## config.mk

```make
export PLATFORM = sky130hd
export DESIGN_NAME = frs_sequencer
export DESIGN_NICKNAME = d
export VERILOG_FILES = /design/src/rtl/frs_pkg.sv /design/src/rtl/frs_sequencer.sv
export SDC_FILE = /design/constraint.sdc
export NUM_CORES = 1
export LEC_CHECK = 0
export BUFFER_PORTS_ARGS = -buffer_cell sky130_fd_sc_hd__buf_2
export CORE_AREA = 5 5 91 93
export DETAILED_ROUTE_END_ITERATION = 10
export DIE_AREA = 0 0 96 98
export PLACE_DENSITY = 0.64
export REMOVE_ABC_BUFFERS = 1
export SKIP_CTS_REPAIR_TIMING = 1
export SLEW_MARGIN = 20
export SYNTH_ARGS = -nofsm -noshare
export SYNTH_HDL_FRONTEND = slang
export SYNTH_SLANG_ARGS = --single-unit
```

## constraint.sdc

```tcl
create_clock -name ref_clk_i -period 1.4 [get_ports ref_clk_i]
set_input_delay 0 -clock ref_clk_i [delete_from_list [all_inputs] [get_ports ref_clk_i]]
set_output_delay 0 -clock ref_clk_i [all_outputs]
set_load 0.02 [all_outputs]
```

## src/rtl/frs_pkg.sv

```systemverilog
// Package of timing constants and carrier types for the flash reset sequencer
package frs_pkg;

    // ************************************************************
    // Clock
    // ************************************************************
    localparam int unsigned CLK_PERIOD_NS = 100;

    // ************************************************************
    // Timing figures in their own units
    // ************************************************************
    localparam int unsigned LEG_PULSE_US = 35;
    localparam int unsigned NEW_PULSE_NS = 200;
    localparam int unsigned ASSERT_TO_SEL_US = 35;
    localparam int unsigned LEG_REL_TO_SEL_NS = 200;
    localparam int unsigned NEW_REL_TO_SEL_NS = 50;
    localparam int unsigned LEG_SUPPLY_US = 35;
    localparam int unsigned NEW_SUPPLY_US = 300;
    localparam int unsigned DESEL_MIN_NS = 20;

    // ************************************************************
    // Cycle counts, rounded up, at least one
    // ************************************************************
    function automatic int unsigned frs_cyc(input int unsigned ns);
        int unsigned c;
        c = (ns + CLK_PERIOD_NS - 1) / CLK_PERIOD_NS;
        return (c < 1) ? 1 : c;
    endfunction : frs_cyc

    localparam int unsigned LEG_PULSE_CYC = frs_cyc(LEG_PULSE_US * 1000);
    localparam int unsigned NEW_PULSE_CYC = frs_cyc(NEW_PULSE_NS);
    localparam int unsigned ASSERT_TO_SEL_CYC =
        frs_cyc(ASSERT_TO_SEL_US * 1000);
    localparam int unsigned LEG_REL_CYC = frs_cyc(LEG_REL_TO_SEL_NS);
    localparam int unsigned NEW_REL_CYC = frs_cyc(NEW_REL_TO_SEL_NS);
    localparam int unsigned LEG_SUPPLY_CYC = frs_cyc(LEG_SUPPLY_US * 1000);
    localparam int unsigned NEW_SUPPLY_CYC = frs_cyc(NEW_SUPPLY_US * 1000);
    localparam int unsigned DESEL_CYC = frs_cyc(DESEL_MIN_NS);

    localparam int unsigned CNT_W = 16;

    // ************************************************************
    // Types
    // ************************************************************
    typedef enum logic [2:0] {
        FRS_SUPPLY = 3'b000,
        FRS_PULSE = 3'b001,
        FRS_RELEASE = 3'b010,
        FRS_DESELECT = 3'b011,
        FRS_READY = 3'b100
    } frs_state_e;

    // Pins toward the flash
    typedef struct packed {
        logic init_n;
        logic select_n;
    } frs_pins_s;

    // Sequencer state, without the select flop, synchronisers and run counters
    typedef struct packed {
        frs_state_e state;
        logic [CNT_W-1:0] cnt;
        logic [CNT_W-1:0] since_assert;
        logic init_n;
        logic ready;
    } frs_state_s;

endpackage : frs_pkg

```

## src/rtl/frs_sequencer.sv

```systemverilog
// Host-side sequencer for flash reset line and first select edge
`timescale 1ns/1ns
`default_nettype none

// Operation
// The reset line is held low 35 us (legacy) or 200 ns (newer) per reset.
// Select stays high until 35 us after the reset line fell.
// Select stays high 200 ns (legacy) or 50 ns (newer) after reset rises.
// On the newer part, pulse plus release wait falls short of assert-to-select.
// First access waits 35 us (legacy) or 300 us (newer) after supplies.
// On the newer part select is high 20 ns before the first falling edge.
// The flash ignores select during reset; only a new falling edge counts.
// Select is actively driven high after every reset, never tied low.
// Every interval is counted in whole clock cycles, rounded up.
module frs_sequencer
    import frs_pkg::*;
(
    // Clock and reset
    input wire logic ref_clk_i,
    input wire logic rst_n_i,
    // Control
    input wire logic newer_variant_i,
    input wire logic supply_good_i,
    input wire logic warm_reset_i,
    input wire logic user_select_i,
    // Flash pins
    output frs_pkg::frs_pins_s pins_o,
    // Status
    output logic ready_o
);
    import frs_pkg::*;

    // ************************************************************
    // Reset release and input synchronisers
    // ************************************************************
    logic [1:0] rst_sync;
    logic rst_n;
    logic [2:0] good_sync;
    logic [2:0] warm_sync;
    logic good_q;
    logic warm_q;

    // Two-stage release of the asynchronous reset
    always_ff @(posedge ref_clk_i or negedge rst_n_i)
    begin
        if (!rst_n_i)
            rst_sync <= 2'h0;
        else
            rst_sync <= {rst_sync[0], 1'b1};
    end
    assign rst_n = rst_sync[1];

    // Pin inputs: three stages, change taken when stages 2 and 3 agree
    always_ff @(posedge ref_clk_i or negedge rst_n)
    begin
        if (!rst_n)
        begin
            good_sync <= 3'h0;
            warm_sync <= 3'h0;
            good_q <= 1'b0;
            warm_q <= 1'b0;
        end
        else
        begin
            good_sync <= {good_sync[1:0], supply_good_i};
            warm_sync <= {warm_sync[1:0], warm_reset_i};
            if (good_sync[1] == good_sync[2])
                good_q <= good_sync[2];
            if (warm_sync[1] == warm_sync[2])
                warm_q <= warm_sync[2];
        end
    end

    // ************************************************************
    // Variant-dependent cycle counts
    // ************************************************************
    logic [CNT_W-1:0] pulse_cyc;
    logic [CNT_W-1:0] rel_cyc;
    logic [CNT_W-1:0] supply_cyc;

    // Counts are minimums; exceeding them is always safe
    assign pulse_cyc = newer_variant_i ? CNT_W'(NEW_PULSE_CYC)
                                       : CNT_W'(LEG_PULSE_CYC);
    assign rel_cyc = newer_variant_i ? CNT_W'(NEW_REL_CYC)
                                     : CNT_W'(LEG_REL_CYC);
    assign supply_cyc = newer_variant_i ? CNT_W'(NEW_SUPPLY_CYC)
                                        : CNT_W'(LEG_SUPPLY_CYC);

    // ************************************************************
    // Sequencer state
    // ************************************************************
    frs_state_s cur;
    frs_state_s nxt;

    // Next-state logic
    always_comb
    begin
        nxt = cur;
        if (cur.since_assert != '1)
            nxt.since_assert = cur.since_assert + CNT_W'(1);
        unique case (cur.state)
            FRS_SUPPLY:
            begin
                // Supply wait runs alongside the power-on reset pulse
                nxt.init_n = 1'b0;
                if (!good_q)
                    nxt.cnt = '0;
                else if (cur.cnt != '1)
                    nxt.cnt = cur.cnt + CNT_W'(1);
                // No +1 on the age: a saturated age would wrap to zero
                if (good_q && cur.cnt + CNT_W'(1) >= supply_cyc
                    && cur.since_assert >= pulse_cyc - CNT_W'(1))
                begin
                    nxt.state = FRS_RELEASE;
                    nxt.init_n = 1'b1;
                    nxt.cnt = '0;
                end
            end
            FRS_PULSE:
            begin
                nxt.cnt = cur.cnt + CNT_W'(1);
                if (cur.cnt + CNT_W'(1) >= pulse_cyc && !warm_q)
                begin
                    nxt.state = FRS_RELEASE;
                    nxt.init_n = 1'b1;
                    nxt.cnt = '0;
                end
            end
            FRS_RELEASE:
            begin
                // Stretch the release wait until assert-to-select is met
                nxt.cnt = cur.cnt + CNT_W'(1);
                if (cur.cnt + CNT_W'(1) >= rel_cyc
                    && cur.since_assert >= CNT_W'(ASSERT_TO_SEL_CYC))
                begin
                    nxt.state = FRS_DESELECT;
                    nxt.cnt = '0;
                end
            end
            FRS_DESELECT:
            begin
                // Select already high here; hold it for the minimum time
                nxt.cnt = cur.cnt + CNT_W'(1);
                if (cur.cnt + CNT_W'(1) >= CNT_W'(DESEL_CYC))
                begin
                    nxt.state = FRS_READY;
                    nxt.ready = 1'b1;
                end
            end
            FRS_READY:
            begin
                nxt.ready = 1'b1;
            end
            default:
            begin
                nxt.state = FRS_SUPPLY;
            end
        endcase
        // Supply loss restarts the power-on path
        if (!good_q)
        begin
            nxt.state = FRS_SUPPLY;
            nxt.init_n = 1'b0;
            nxt.ready = 1'b0;
            nxt.cnt = '0;
            if (cur.state != FRS_SUPPLY)
                nxt.since_assert = '0;
        end
        else if (warm_q && cur.state != FRS_SUPPLY
                 && cur.state != FRS_PULSE)
        begin
            nxt.state = FRS_PULSE;
            nxt.init_n = 1'b0;
            nxt.ready = 1'b0;
            nxt.cnt = '0;
            nxt.since_assert = '0;
        end
    end

    // State register
    always_ff @(posedge ref_clk_i or negedge rst_n)
    begin
        if (!rst_n)
        begin
            cur.state <= FRS_SUPPLY;
            cur.cnt <= '0;
            cur.since_assert <= '0;
            cur.init_n <= 1'b0;
            cur.ready <= 1'b0;
        end
        else
            cur <= nxt;
    end

    // ************************************************************
    // Pin drive
    // ************************************************************
    logic sel_n_q;

    // Select is a flop; forced high until ready so each reset gives an edge
    always_ff @(posedge ref_clk_i or negedge rst_n)
    begin
        if (!rst_n)
            sel_n_q <= 1'b1;
        else
            sel_n_q <= !(nxt.ready && cur.ready && user_select_i);
    end

    assign pins_o.init_n = cur.init_n;
    assign pins_o.select_n = sel_n_q;
    assign ready_o = cur.ready;

    // ************************************************************
    // Checks
    // ************************************************************
    logic [CNT_W-1:0] high_run;
    logic [CNT_W-1:0] init_high_run;
    logic [CNT_W-1:0] good_run;

    // Run lengths of select high, reset line high and supply good
    always_ff @(posedge ref_clk_i or negedge rst_n)
    begin
        if (!rst_n)
        begin
            high_run <= '0;
            init_high_run <= '0;
            good_run <= '0;
        end
        else
        begin
            high_run <= sel_n_q ? ((high_run != '1) ? high_run + CNT_W'(1)
                                                    : high_run) : '0;
            init_high_run <= cur.init_n
                ? ((init_high_run != '1) ? init_high_run + CNT_W'(1)
                                         : init_high_run) : '0;
            good_run <= good_q ? ((good_run != '1) ? good_run + CNT_W'(1)
                                                   : good_run) : '0;
        end
    end

    select_in_reset_a: assert property (
        @(posedge ref_clk_i) disable iff (!rst_n)
        !pins_o.init_n |-> pins_o.select_n)
        else $error("select low while reset line low");
    assert_window_a: assert property (
        @(posedge ref_clk_i) disable iff (!rst_n)
        $fell(pins_o.select_n) |->
            $past(cur.since_assert) >= CNT_W'(ASSERT_TO_SEL_CYC))
        else $error("select fell too soon after reset assertion");
    release_wait_a: assert property (
        @(posedge ref_clk_i) disable iff (!rst_n)
        $fell(pins_o.select_n) |-> $past(init_high_run) >= rel_cyc)
        else $error("select fell too soon after reset release");
    deselect_hold_a: assert property (
        @(posedge ref_clk_i) disable iff (!rst_n)
        $fell(pins_o.select_n) |-> high_run >= CNT_W'(DESEL_CYC)) // Counts last
        else $error("select not high long enough before first edge");
    pulse_width_a: assert property (
        @(posedge ref_clk_i) disable iff (!rst_n)
        $rose(pins_o.init_n) |-> $past(cur.since_assert)
            >= pulse_cyc - CNT_W'(1))
        else $error("reset pulse too short");
    supply_settle_a: assert property (
        @(posedge ref_clk_i) disable iff (!rst_n)
        $fell(pins_o.select_n) |-> good_run >= supply_cyc)
        else $error("select fell before supply settle time");
    supply_wait_a: assert property (
        @(posedge ref_clk_i) disable iff (!rst_n)
        $rose(ready_o) |-> $past(good_q, 1) && ($past(cur.state) ==
            FRS_DESELECT))
        else $error("ready without supply settle path");
    ready_release_a: assert property (
        @(posedge ref_clk_i) disable iff (!rst_n)
        $rose(cur.state == FRS_DESELECT) |-> ##[1:2] cur.ready
            || cur.state != FRS_DESELECT)
        else $error("deselect phase overran");

    power_seq_c: cover property (@(posedge ref_clk_i) disable iff (!rst_n)
        $rose(ready_o) && !$past(warm_q));
    warm_seq_c: cover property (@(posedge ref_clk_i) disable iff (!rst_n)
        $rose(warm_q) ##[1:1000] $rose(pins_o.init_n));
    first_access_c: cover property (@(posedge ref_clk_i) disable iff (!rst_n)
        $fell(pins_o.select_n));

endmodule : frs_sequencer

`default_nettype wire

```

Yosys cells after proc, flatten, opt, wreduce, memory -nomap -nowiden:

Index checks and enable logic that the tools add are counted.

* register bits: 48

* add/subtract/negate cells: 3
* order comparisons: 6
* eq/ne operators: 17
* mux-type cells: 19
* reductions and logical operators: 15

Operators by type and width (number)
* 37-bit two-way mux: 2
* 16-bit one-hot mux with 4 select lines: 1
* 19-bit two-way mux: 3
* 16-bit two-way mux: 3
* 16-bit by 1-bit adder with 16-bit output, second input constant: 2
* 16-bit != test, second input constant: 2
* 16-bit by 1-bit greater-or-equal comparator with 1-bit output, second input constant: 1
* 16-bit by 12-bit greater-or-equal comparator with 1-bit output: 1
* 16-bit greater-or-equal comparator: 1
* 16-bit by 2-bit greater-or-equal comparator with 1-bit output: 1
* 16-bit by 9-bit greater-or-equal comparator with 1-bit output: 1
* 16-bit by 9-bit greater-or-equal comparator with 1-bit output, second input constant: 1
* 4-bit != test, second input constant: 4
* 3-bit one-hot mux with 5 select lines: 1
* 12-bit two-way mux: 1
* 9-bit by 1-bit subtractor with 10-bit output, second input constant: 1
* 9-bit two-way mux: 1
* 1-bit logical AND: 8
* 3-bit by 2-bit equality test with 1-bit output, second input constant: 2
* 6-bit by 1-bit != test with 1-bit output, second input constant: 1
* 5-bit != test, second input constant: 1
* 5-bit AND reduction: 1
* 4-bit by 1-bit != test with 1-bit output, second input constant: 1
* 1-bit one-hot mux with 2 select lines: 2
* other kinds (12): 17

Longest topological paths before layout:

Gate-level depths: netlist of the first run.

* depth in word-level cells: 11
* depth in mapped cells: 15

Least setup slack after synthesis of the first run:

OpenSTA, ideal clock, no wires.

* path type: flip-flop to flip-flop
* start: reg cur[18] in the netlist's numbering
* end: reg cur[20] in the netlist's numbering
* arrival: 3372 ps
* data required time: 1318 ps
* slack: -2054 ps
* stages on the path, launching flop included: 16
* buffers on the path: 2
* period minus slack after synthesis: 3454 ps
* path through: dfrtp_1 -> ha_1 -> nand4_2 -> buf_6 -> or3_1 -> nand2_1 -> ha_1 -> a21o_1 -> a21oi_1 -> o41ai_1 -> a311oi_2 -> a211oi_2 -> or4_1 -> buf_2 -> and2_4 -> a31oi_1

* longest elaborated chain between the ends: 8

RTL lines
* start, declared: RTL line frs_sequencer.sv:92 `frs_state_s cur;`
* start signal, assigned: RTL line frs_sequencer.sv:192 `cur <= nxt;`
* 16-bit by 1-bit adder with 16-bit output
* 16-bit by 12-bit greater-or-equal comparator with 1-bit output: RTL line frs_sequencer.sv:111 `if (good_q && cur.cnt + CNT_W'(1) >= supply_cyc`
* 1-bit logical AND: RTL line frs_sequencer.sv:111
* 1-bit logical AND: RTL line frs_sequencer.sv:112 `&& cur.since_assert >= pulse_cyc - CNT_W'(1))`
* 19-bit two-way mux: RTL line frs_sequencer.sv:111
* 16-bit one-hot mux with 4 select lines: RTL line frs_sequencer.sv:101 `unique case (cur.state)`
* 37-bit two-way mux: RTL line frs_sequencer.sv:169 `else if (warm_q && cur.state != FRS_SUPPLY`
* 37-bit two-way mux: RTL line frs_sequencer.sv:160 `if (!good_q)`

Parallel ways exist; a longest one is shown, timed or not. The select of a mux whose other input is x is not followed.
A chain may end at the register's enable or synchronous reset.

Worst setup path in the final report of the first run:

* start: reg cur[18] in the netlist's numbering
* end: reg cur[27] in the netlist's numbering

Same word-level chain as after synthesis.

==> results of run 1 <==
worst reg2reg max path: stages, from the launching register on:
cell and delay [ns]:
dfrtp_1 0.39, ha_2 0.23, nand4_4 0.13, or3_4 0.36, nand2_2 0.09, ha_4 0.21
a21o_1 0.20, a21oi_2 0.16, o41ai_2 0.10, a311oi_2 0.32, a211oi_2 0.15, or4_4 0.60
and2_4 0.20, a31oi_4 0.15
registers in the layout, summed over array words and instances (netlist names):
register and count:
warm_q 1, rst_sync 2, ready_o 1, good_q 1
cur 35, good_sync 3, sel_n_q 1, warm_sync 3
pins_o 1
cell usage after synthesis (4+ instances only):
master     n  area (um^2)
inv_1     16         60.1
nand3_1   21          105
nand2_1   34          128
or2_2      4         25.0
nor3_1     7         35.0
dfrtp_1   47         1180
a211oi_1   5         37.5
o21ai_0   24          120
a21oi_1   20          100
clkbuf_1   7         26.3
nor4_1     8         50.1
nor2_1    28          105
nand4_1    7         43.8
or3_1      8         50.1
and3_1     4         25.0
ha_1      23          288
xnor2_1    7         61.3
nand2b_1   6         37.5
xor2_1    12          105
buf_2      6         30.0
a31oi_1    7         43.8
cell families (layout without fill, tap and decap cells):
family,count (synthesis),after routing
AOI/OAI and AO/OA,89,89
DFF,48,48
xor gates and xnor gates,19,19
and+or+nand+nor,142,142
adders and majority gates,25,25
buffers and inverters,34,177
other,1,1
muxes,3,3
power groups by stage:
stage | combinational, mW | clock, mW | sequential, mW
floorplan | 0.241 | 0 | 1.52
global placement | 0.541 | 0 | 1.50
detailed placement | 0.552 | 0 | 1.50
CTS | 0.561 | 1.11 | 1.47
global route | 0.724 | 1.17 | 1.49
finish | 0.670 | 1.11 | 1.48
area by class of cell:
| class | instances | area, um^2 | area share, % |
|---|---|---|---|
| Timing Repair Buffer | 153 | 1220 | 24.3 |
| Tap cell | 102 | 128 | 2.53 |
| Multi-Input combinational cell | 279 | 2300 | 45.7 |
| Clock inverter | 2 | 38.8 | 0.770 |
| Sequential cell | 48 | 1210 | 23.9 |
| Clock buffer | 6 | 82.6 | 1.64 |
| Inverter | 16 | 60.1 | 1.19 |
layer usage:
layer	up-vias	GRT usage [%]	share of wire, %
li1	1591	-	-
met1	1651	23.9	41
met2	100	32.1	52
met3	31	2.93	3.5
met4	0	6.89	3.2
met5	-	0	0
worst min path at each step:
stage,startpoint,to,cells after the start
floorplan,rst_n_i,rst_sync[0],0
global placement,rst_n_i,rst_sync[0],1
detailed placement,rst_n_i,rst_sync[0],1
CTS,rst_n_i,rst_sync[1],1
global route,rst_sync[1],cur[3],0
finish,rst_sync[1],cur[3],0
metrics by stage:
stage | hold slack, ns | cell area (um^2) | std cells | setup TNS, ns
floorplan | -0.296 | 3100 | 343 | -54.91
global placement | -0.215 | 4150 | 567 | -45.63
detailed placement | -0.212 | 4150 | 567 | -47.49
CTS | -0.548 | 4270 | 575 | -48.56
global route | 0.229 | 5040 | 606 | -51.11
finish | 0.200 | 5040 | 606 | -46.60
==> results.json, run 1 <==
{
  "final_hold_viol_count": 0,
  "setup_viol": 37,
  "cts_num_sinks": 48,
  "cp.arrival_ns": 3.59,
  "postRouteWirelength_um": 10100,
  "core_mm2": 0.00745,
  "via_per_inst": 5.57,
  "ys_types": 62,
  "die_w_um": 96,
  "crit_chain": "ha_2, nand4_4, or3_4, nand2_2, ha_4, a21o_1, a21oi_2, o41ai_2, a311oi_2, a211oi_2, or4_4, and2_4, a31oi_4",
  "synthFlopType": "dfrtp_1",
  "dp_hpwl_um": 6510,
  "rsz0062_at_grt": "yes",
  "peakVddDrop_mv": 0.423,
  "hold_path.class": "reg -> async",
  "synth_warnings": 0,
  "mostFrequentLayoutCells": "buf_4, dfrtp_1, nand2_1, nor2_1, ha_1",
  "cp.depth": 13,
  "clock_skew_ns": 0.0108,
  "grt_pass1_wl_um": 14300,
  "netlist_area_mm2": 0.00319,
  "r2r-end": "cur[27]",
  "die_area_mm2": 0.00941,
  "leakagePower_nw": 2.35,
  "crit_path_start": "cur[18]",
  "clock_path_buffers": 2,
  "grt_use_total_pct": 18.9,
  "rows": 32,
  "drtIter0Drc": 226,
  "seq_power_share_pct": 45.5,
  "firstDrtPassIters": 5,
  "clock_latency_ns": 0.31,
  "cts_buffers": 5,
  "grt_antenna_before_repair": 0,
  "crit_type": "reg -> reg",
  "io_pins": 9,
  "p_per_area_mw_per_mm2": 647,
  "drive_gt1_share_pct": 48.0,
  "clk_pin_slew_worst_paths_ns": 0.10,
  "max_slew.worst_pin.slew_ns": 0.699,
  "max-slew-margin-rel_pct": 53.0,
  "status": "finished with violations",
  "final_util_pct": 67.7,
  "grt_max_degree": 32,
  "place_congestion": 0.985,
  "ys_ff_latch": 48,
  "avgSynthCellArea_um2": 8.84,
  "layout_commonest_cell": "buf_4",
  "comb_power_share_pct": 20.5,
  "switchingPower_mw": 0.915,
  "cp-start-kind": "flop",
  "post_drt_wl_per_cell_um": 16.7,
  "via_count": 3373,
  "clock_power_share_pct": 33.9,
  "postRouteAntennaNets": 0,
  "area_growth_pct": 57.9,
  "critPathBufInv": 0,
  "max_freq_mhz": 298,
  "maxCapViolations": 0,
  "crit_end": "cur[27]",
  "synth_xor_area_share_pct": 5.21,
  "worst-path-max-fanout": 6,
  "final_nets": 532,
  "netlist_instances": 361,
  "endpoint_kind": "flop",
  "fillers": 576,
  "initial_core_util_pct": 42.9,
  "io_buffers": 8,
  "synth_top_family_by_area": "simple AND/OR/NAND/NOR gates",
  "p_int_mw": 2.34,
  "synth-edff-count": 0,
  "grt_pass1_vias": 3067,
  "die_h_um": 98,
  "cts-htree-levels": 2,
  "r2r_start": "cur[18]",
  "required_ns": 1.64,
  "crit_family": "simple AND/OR/NAND/NOR gates",
  "fin_ws_ns": -1.95,
  "rrSetupSlack_ns": -1.95,
  "synthSimpleGateAreaFrac_pct": 22.9,
  "synth.area.mux_share_pct": 0.980,
  "synthAdderAreaFrac_pct": 9.64,
  "cts_tree": "yes",
  "period_minus_slack_ns": 3.35,
  "p_sw_share_pct": 28.1,
  "diodes": 0,
  "grt.overflow.total": 0,
  "crit_path_max_incr_delay_ns": 0.60,
  "finalCritPeriodShare_pct": 239,
  "r2r_cells": 13,
  "ys_seq_area_share_pct": 37.7,
  "final_max_slew_viol_count": 0,
  "root_buffer": "clkbuf_8",
  "violations": "negative setup slack",
  "synthArstFlopShare_pct": 100,
  "synth_compound_area_share_pct": 18.7,
  "crit_slowest_cell": "or4_4",
  "drc": 0,
  "p_total_mw": 3.26,
  "pre_cts_slack_ns": -1.99
}
(Power assumes the default switching activity.)
==> inputs of run 2 (changes only) <==
--- a/config.mk
+++ b/config.mk
@@ -10,5 +10,5 @@
 export DETAILED_ROUTE_END_ITERATION = 10
 export DIE_AREA = 0 0 96 98
-export PLACE_DENSITY = 0.64
+export PLACE_DENSITY = 0.6
 export REMOVE_ABC_BUFFERS = 1
 export SKIP_CTS_REPAIR_TIMING = 1
==> constraint.sdc (replaced) <==
create_clock -name ref_clk_i -period 3.6 [get_ports ref_clk_i]
set_input_delay 0 -clock ref_clk_i [delete_from_list [all_inputs] [get_ports ref_clk_i]]
set_output_delay 0 -clock ref_clk_i [all_outputs]
set_load 0.1 [all_outputs]
==> run 2 against run 1 <==
Net effect: the flow now finishes without violations; via count down 17%; critical path depth unchanged; utilization down 18 points; hold slack better by 0.15 ns; sequential power down 60%; worst setup slack better by 2.1 ns; global-route usage down 2.0 points; count of clock-buffer cells in the layout down 1; critical endpoint is now cur[36].
==> results.json, run 2 (synthesized netlist as in run 1, its figures left out) <==
{
  "fin_tns_setup_ns": 0,
  "io_buffers": 8,
  "cts-htree-levels": 2,
  "cts_buffers": 5,
  "ff_latch_area_mm2": 0.00121,
  "crit_chain": "buf_4, nand3_2, or3_1, nand2_1, ha_1, nand3_1, o41ai_2, a311oi_2, a211oi_2, buf_4, a21oi_1, a311oi_2, mux2_2",
  "grt.overflow.total": 0,
  "setup_viol": 0,
  "area_growth_pct": 15.6,
  "reg_top3": "cur (35), good_sync (3), warm_sync (3)",
  "required_ns": 3.79,
  "post_drt_wl_per_cell_um": 15.9,
  "cts_num_sinks": 48,
  "max-slew-margin-rel_pct": 45.4,
  "finalCritPeriodShare_pct": 94.7,
  "crit_path_max_incr_delay_ns": 0.47,
  "fillers": 728,
  "via_count": 2796,
  "postRouteWirelength_um": 7790,
  "peakVddDrop_mv": 0.190,
  "io_pins": 9,
  "postRouteAntennaNets": 0,
  "die_h_um": 98,
  "die_w_um": 96,
  "final_max_slew_viol_count": 0,
  "grt_antenna_before_repair": 0,
  "period_minus_slack_ns": 3.41,
  "critPathBufInv": 2,
  "final-instance-count-excl-fill": 490,
  "initial_core_util_pct": 42.9,
  "grt_use_total_pct": 16.9,
  "status": "finished, final reports clean",
  "place_inst": 473,
  "r2r_start": "cur[18]",
  "final_area_mm2": 0.00369,
  "die_area_mm2": 0.00941,
  "crit_slowest_cell": "or3_1",
  "largest-register": "cur",
  "drtIter0Drc": 203,
  "final_util_pct": 49.6,
  "grt_pass1_vias": 2560,
  "crit_path_start": "cur[18]",
  "p_sw_share_pct": 25.8,
  "p_int_mw": 0.908,
  "p_per_area_mw_per_mm2": 332,
  "final_nets": 416,
  "layout_commonest_cell": "dfrtp_1",
  "seq_power_share_pct": 48.0,
  "comb_power_share_pct": 13.4,
  "clock_path_buffers": 2,
  "cp.arrival_ns": 3.60,
  "crit_type": "reg -> reg",
  "largest_reg_flops": 35,
  "cp-start-kind": "flop",
  "diodes": 0,
  "placed_cell_area_mm2": 0.00342,
  "worst-path-max-fanout": 11,
  "clock_power_share_pct": 38.6,
  "core_mm2": 0.00745,
  "drc": 0,
  "clk_pin_slew_worst_paths_ns": 0.09,
  "via_per_inst": 5.71,
  "multi_input_area_mm2": 0.00189,
  "cts_tree": "yes",
  "rows": 32,
  "max_freq_mhz": 293,
  "switchingPower_mw": 0.316,
  "clock_skew_ns": 0.00491,
  "p_total_mw": 1.22,
  "maxCapViolations": 0,
  "endpoint_kind": "flop",
  "grt_max_degree": 47,
  "firstDrtPassIters": 5,
  "drive_gt1_share_pct": 17.0,
  "leakagePower_nw": 1.69,
  "grt_pass1_wl_um": 12700,
  "final_hold_viol_count": 0,
  "crit_family": "compound AO/OA/AOI/OAI gates",
  "dp_hpwl_um": 5610,
  "clock_latency_ns": 0.30,
  "root_buffer": "clkbuf_8",
  "hold_path.class": "reg -> async",
  "place_congestion": 0.917,
  "max_slew.worst_pin.slew_ns": 0.817,
  "mostFrequentLayoutCells": "dfrtp_1, nand2_1, nor2_1"
}
## run 2: worst paths after layout
check | endpoint | depth (start not counted) | slack, ns
max | cur[36] | 13 | 0.19
min | cur[3] | 0 | 0.35
max reg2reg | cur[36] | 13 | 0.19
min reg2reg | cur[3] | 0 | 0.35
max in group asynchronous | cur[21] | 0 | 2.82
min in group ref_clk_i | warm_sync[0] | 2 | 0.35
## run 2: layout make-up
class / instances / area share (%)
Sequential cell: 48 / 32.7
Timing Repair Buffer: 37 / 7.25
Tap cell: 102 / 3.46
Multi-Input combinational cell: 279 / 51.2
Inverter: 16 / 1.63
Clock buffer: 5 / 1.86
Clock inverter: 3 / 1.86
## run 2: worst register-to-register path, stage by stage, from the launching register on
cell and delay (ns):
dfrtp_1 0.36, buf_4 0.15, nand3_2 0.22, or3_1 0.47, nand2_1 0.11, ha_1 0.15
nand3_1 0.09, o41ai_2 0.32, a311oi_2 0.20, a211oi_2 0.28, buf_4 0.16, a21oi_1 0.08
a311oi_2 0.33, mux2_2 0.38
## run 2: routing by layer
layer  global-route usage [%]  vias up  part of all wire (%)
li1                         -     1359                     -
met1                     21.9     1358                    44
met2                     28.0       67                    50
met3                     3.16       12                   4.3
met4                     5.69        0                   1.8
met5                        0        -                     0
## run 2: metrics by stage
step	hold slack [ns]	setup WS (ns)
finish	0.349	0.191
global route	0.356	-0.0223
CTS	-0.548	0.0354
detailed placement	-0.212	0.0613
global placement	-0.213	0.0425
floorplan	-0.296	-0.230
## run 2: power groups by stage
stage | clock (mW) | sequential (mW) | combinational, mW
final | 0.472 | 0.588 | 0.164
after floorplan | 0 | 0.591 | 0.0937
after detailed placement | 0 | 0.599 | 0.145
after global routing | 0.513 | 0.594 | 0.180
after CTS | 0.486 | 0.587 | 0.146
after global placement | 0 | 0.598 | 0.140
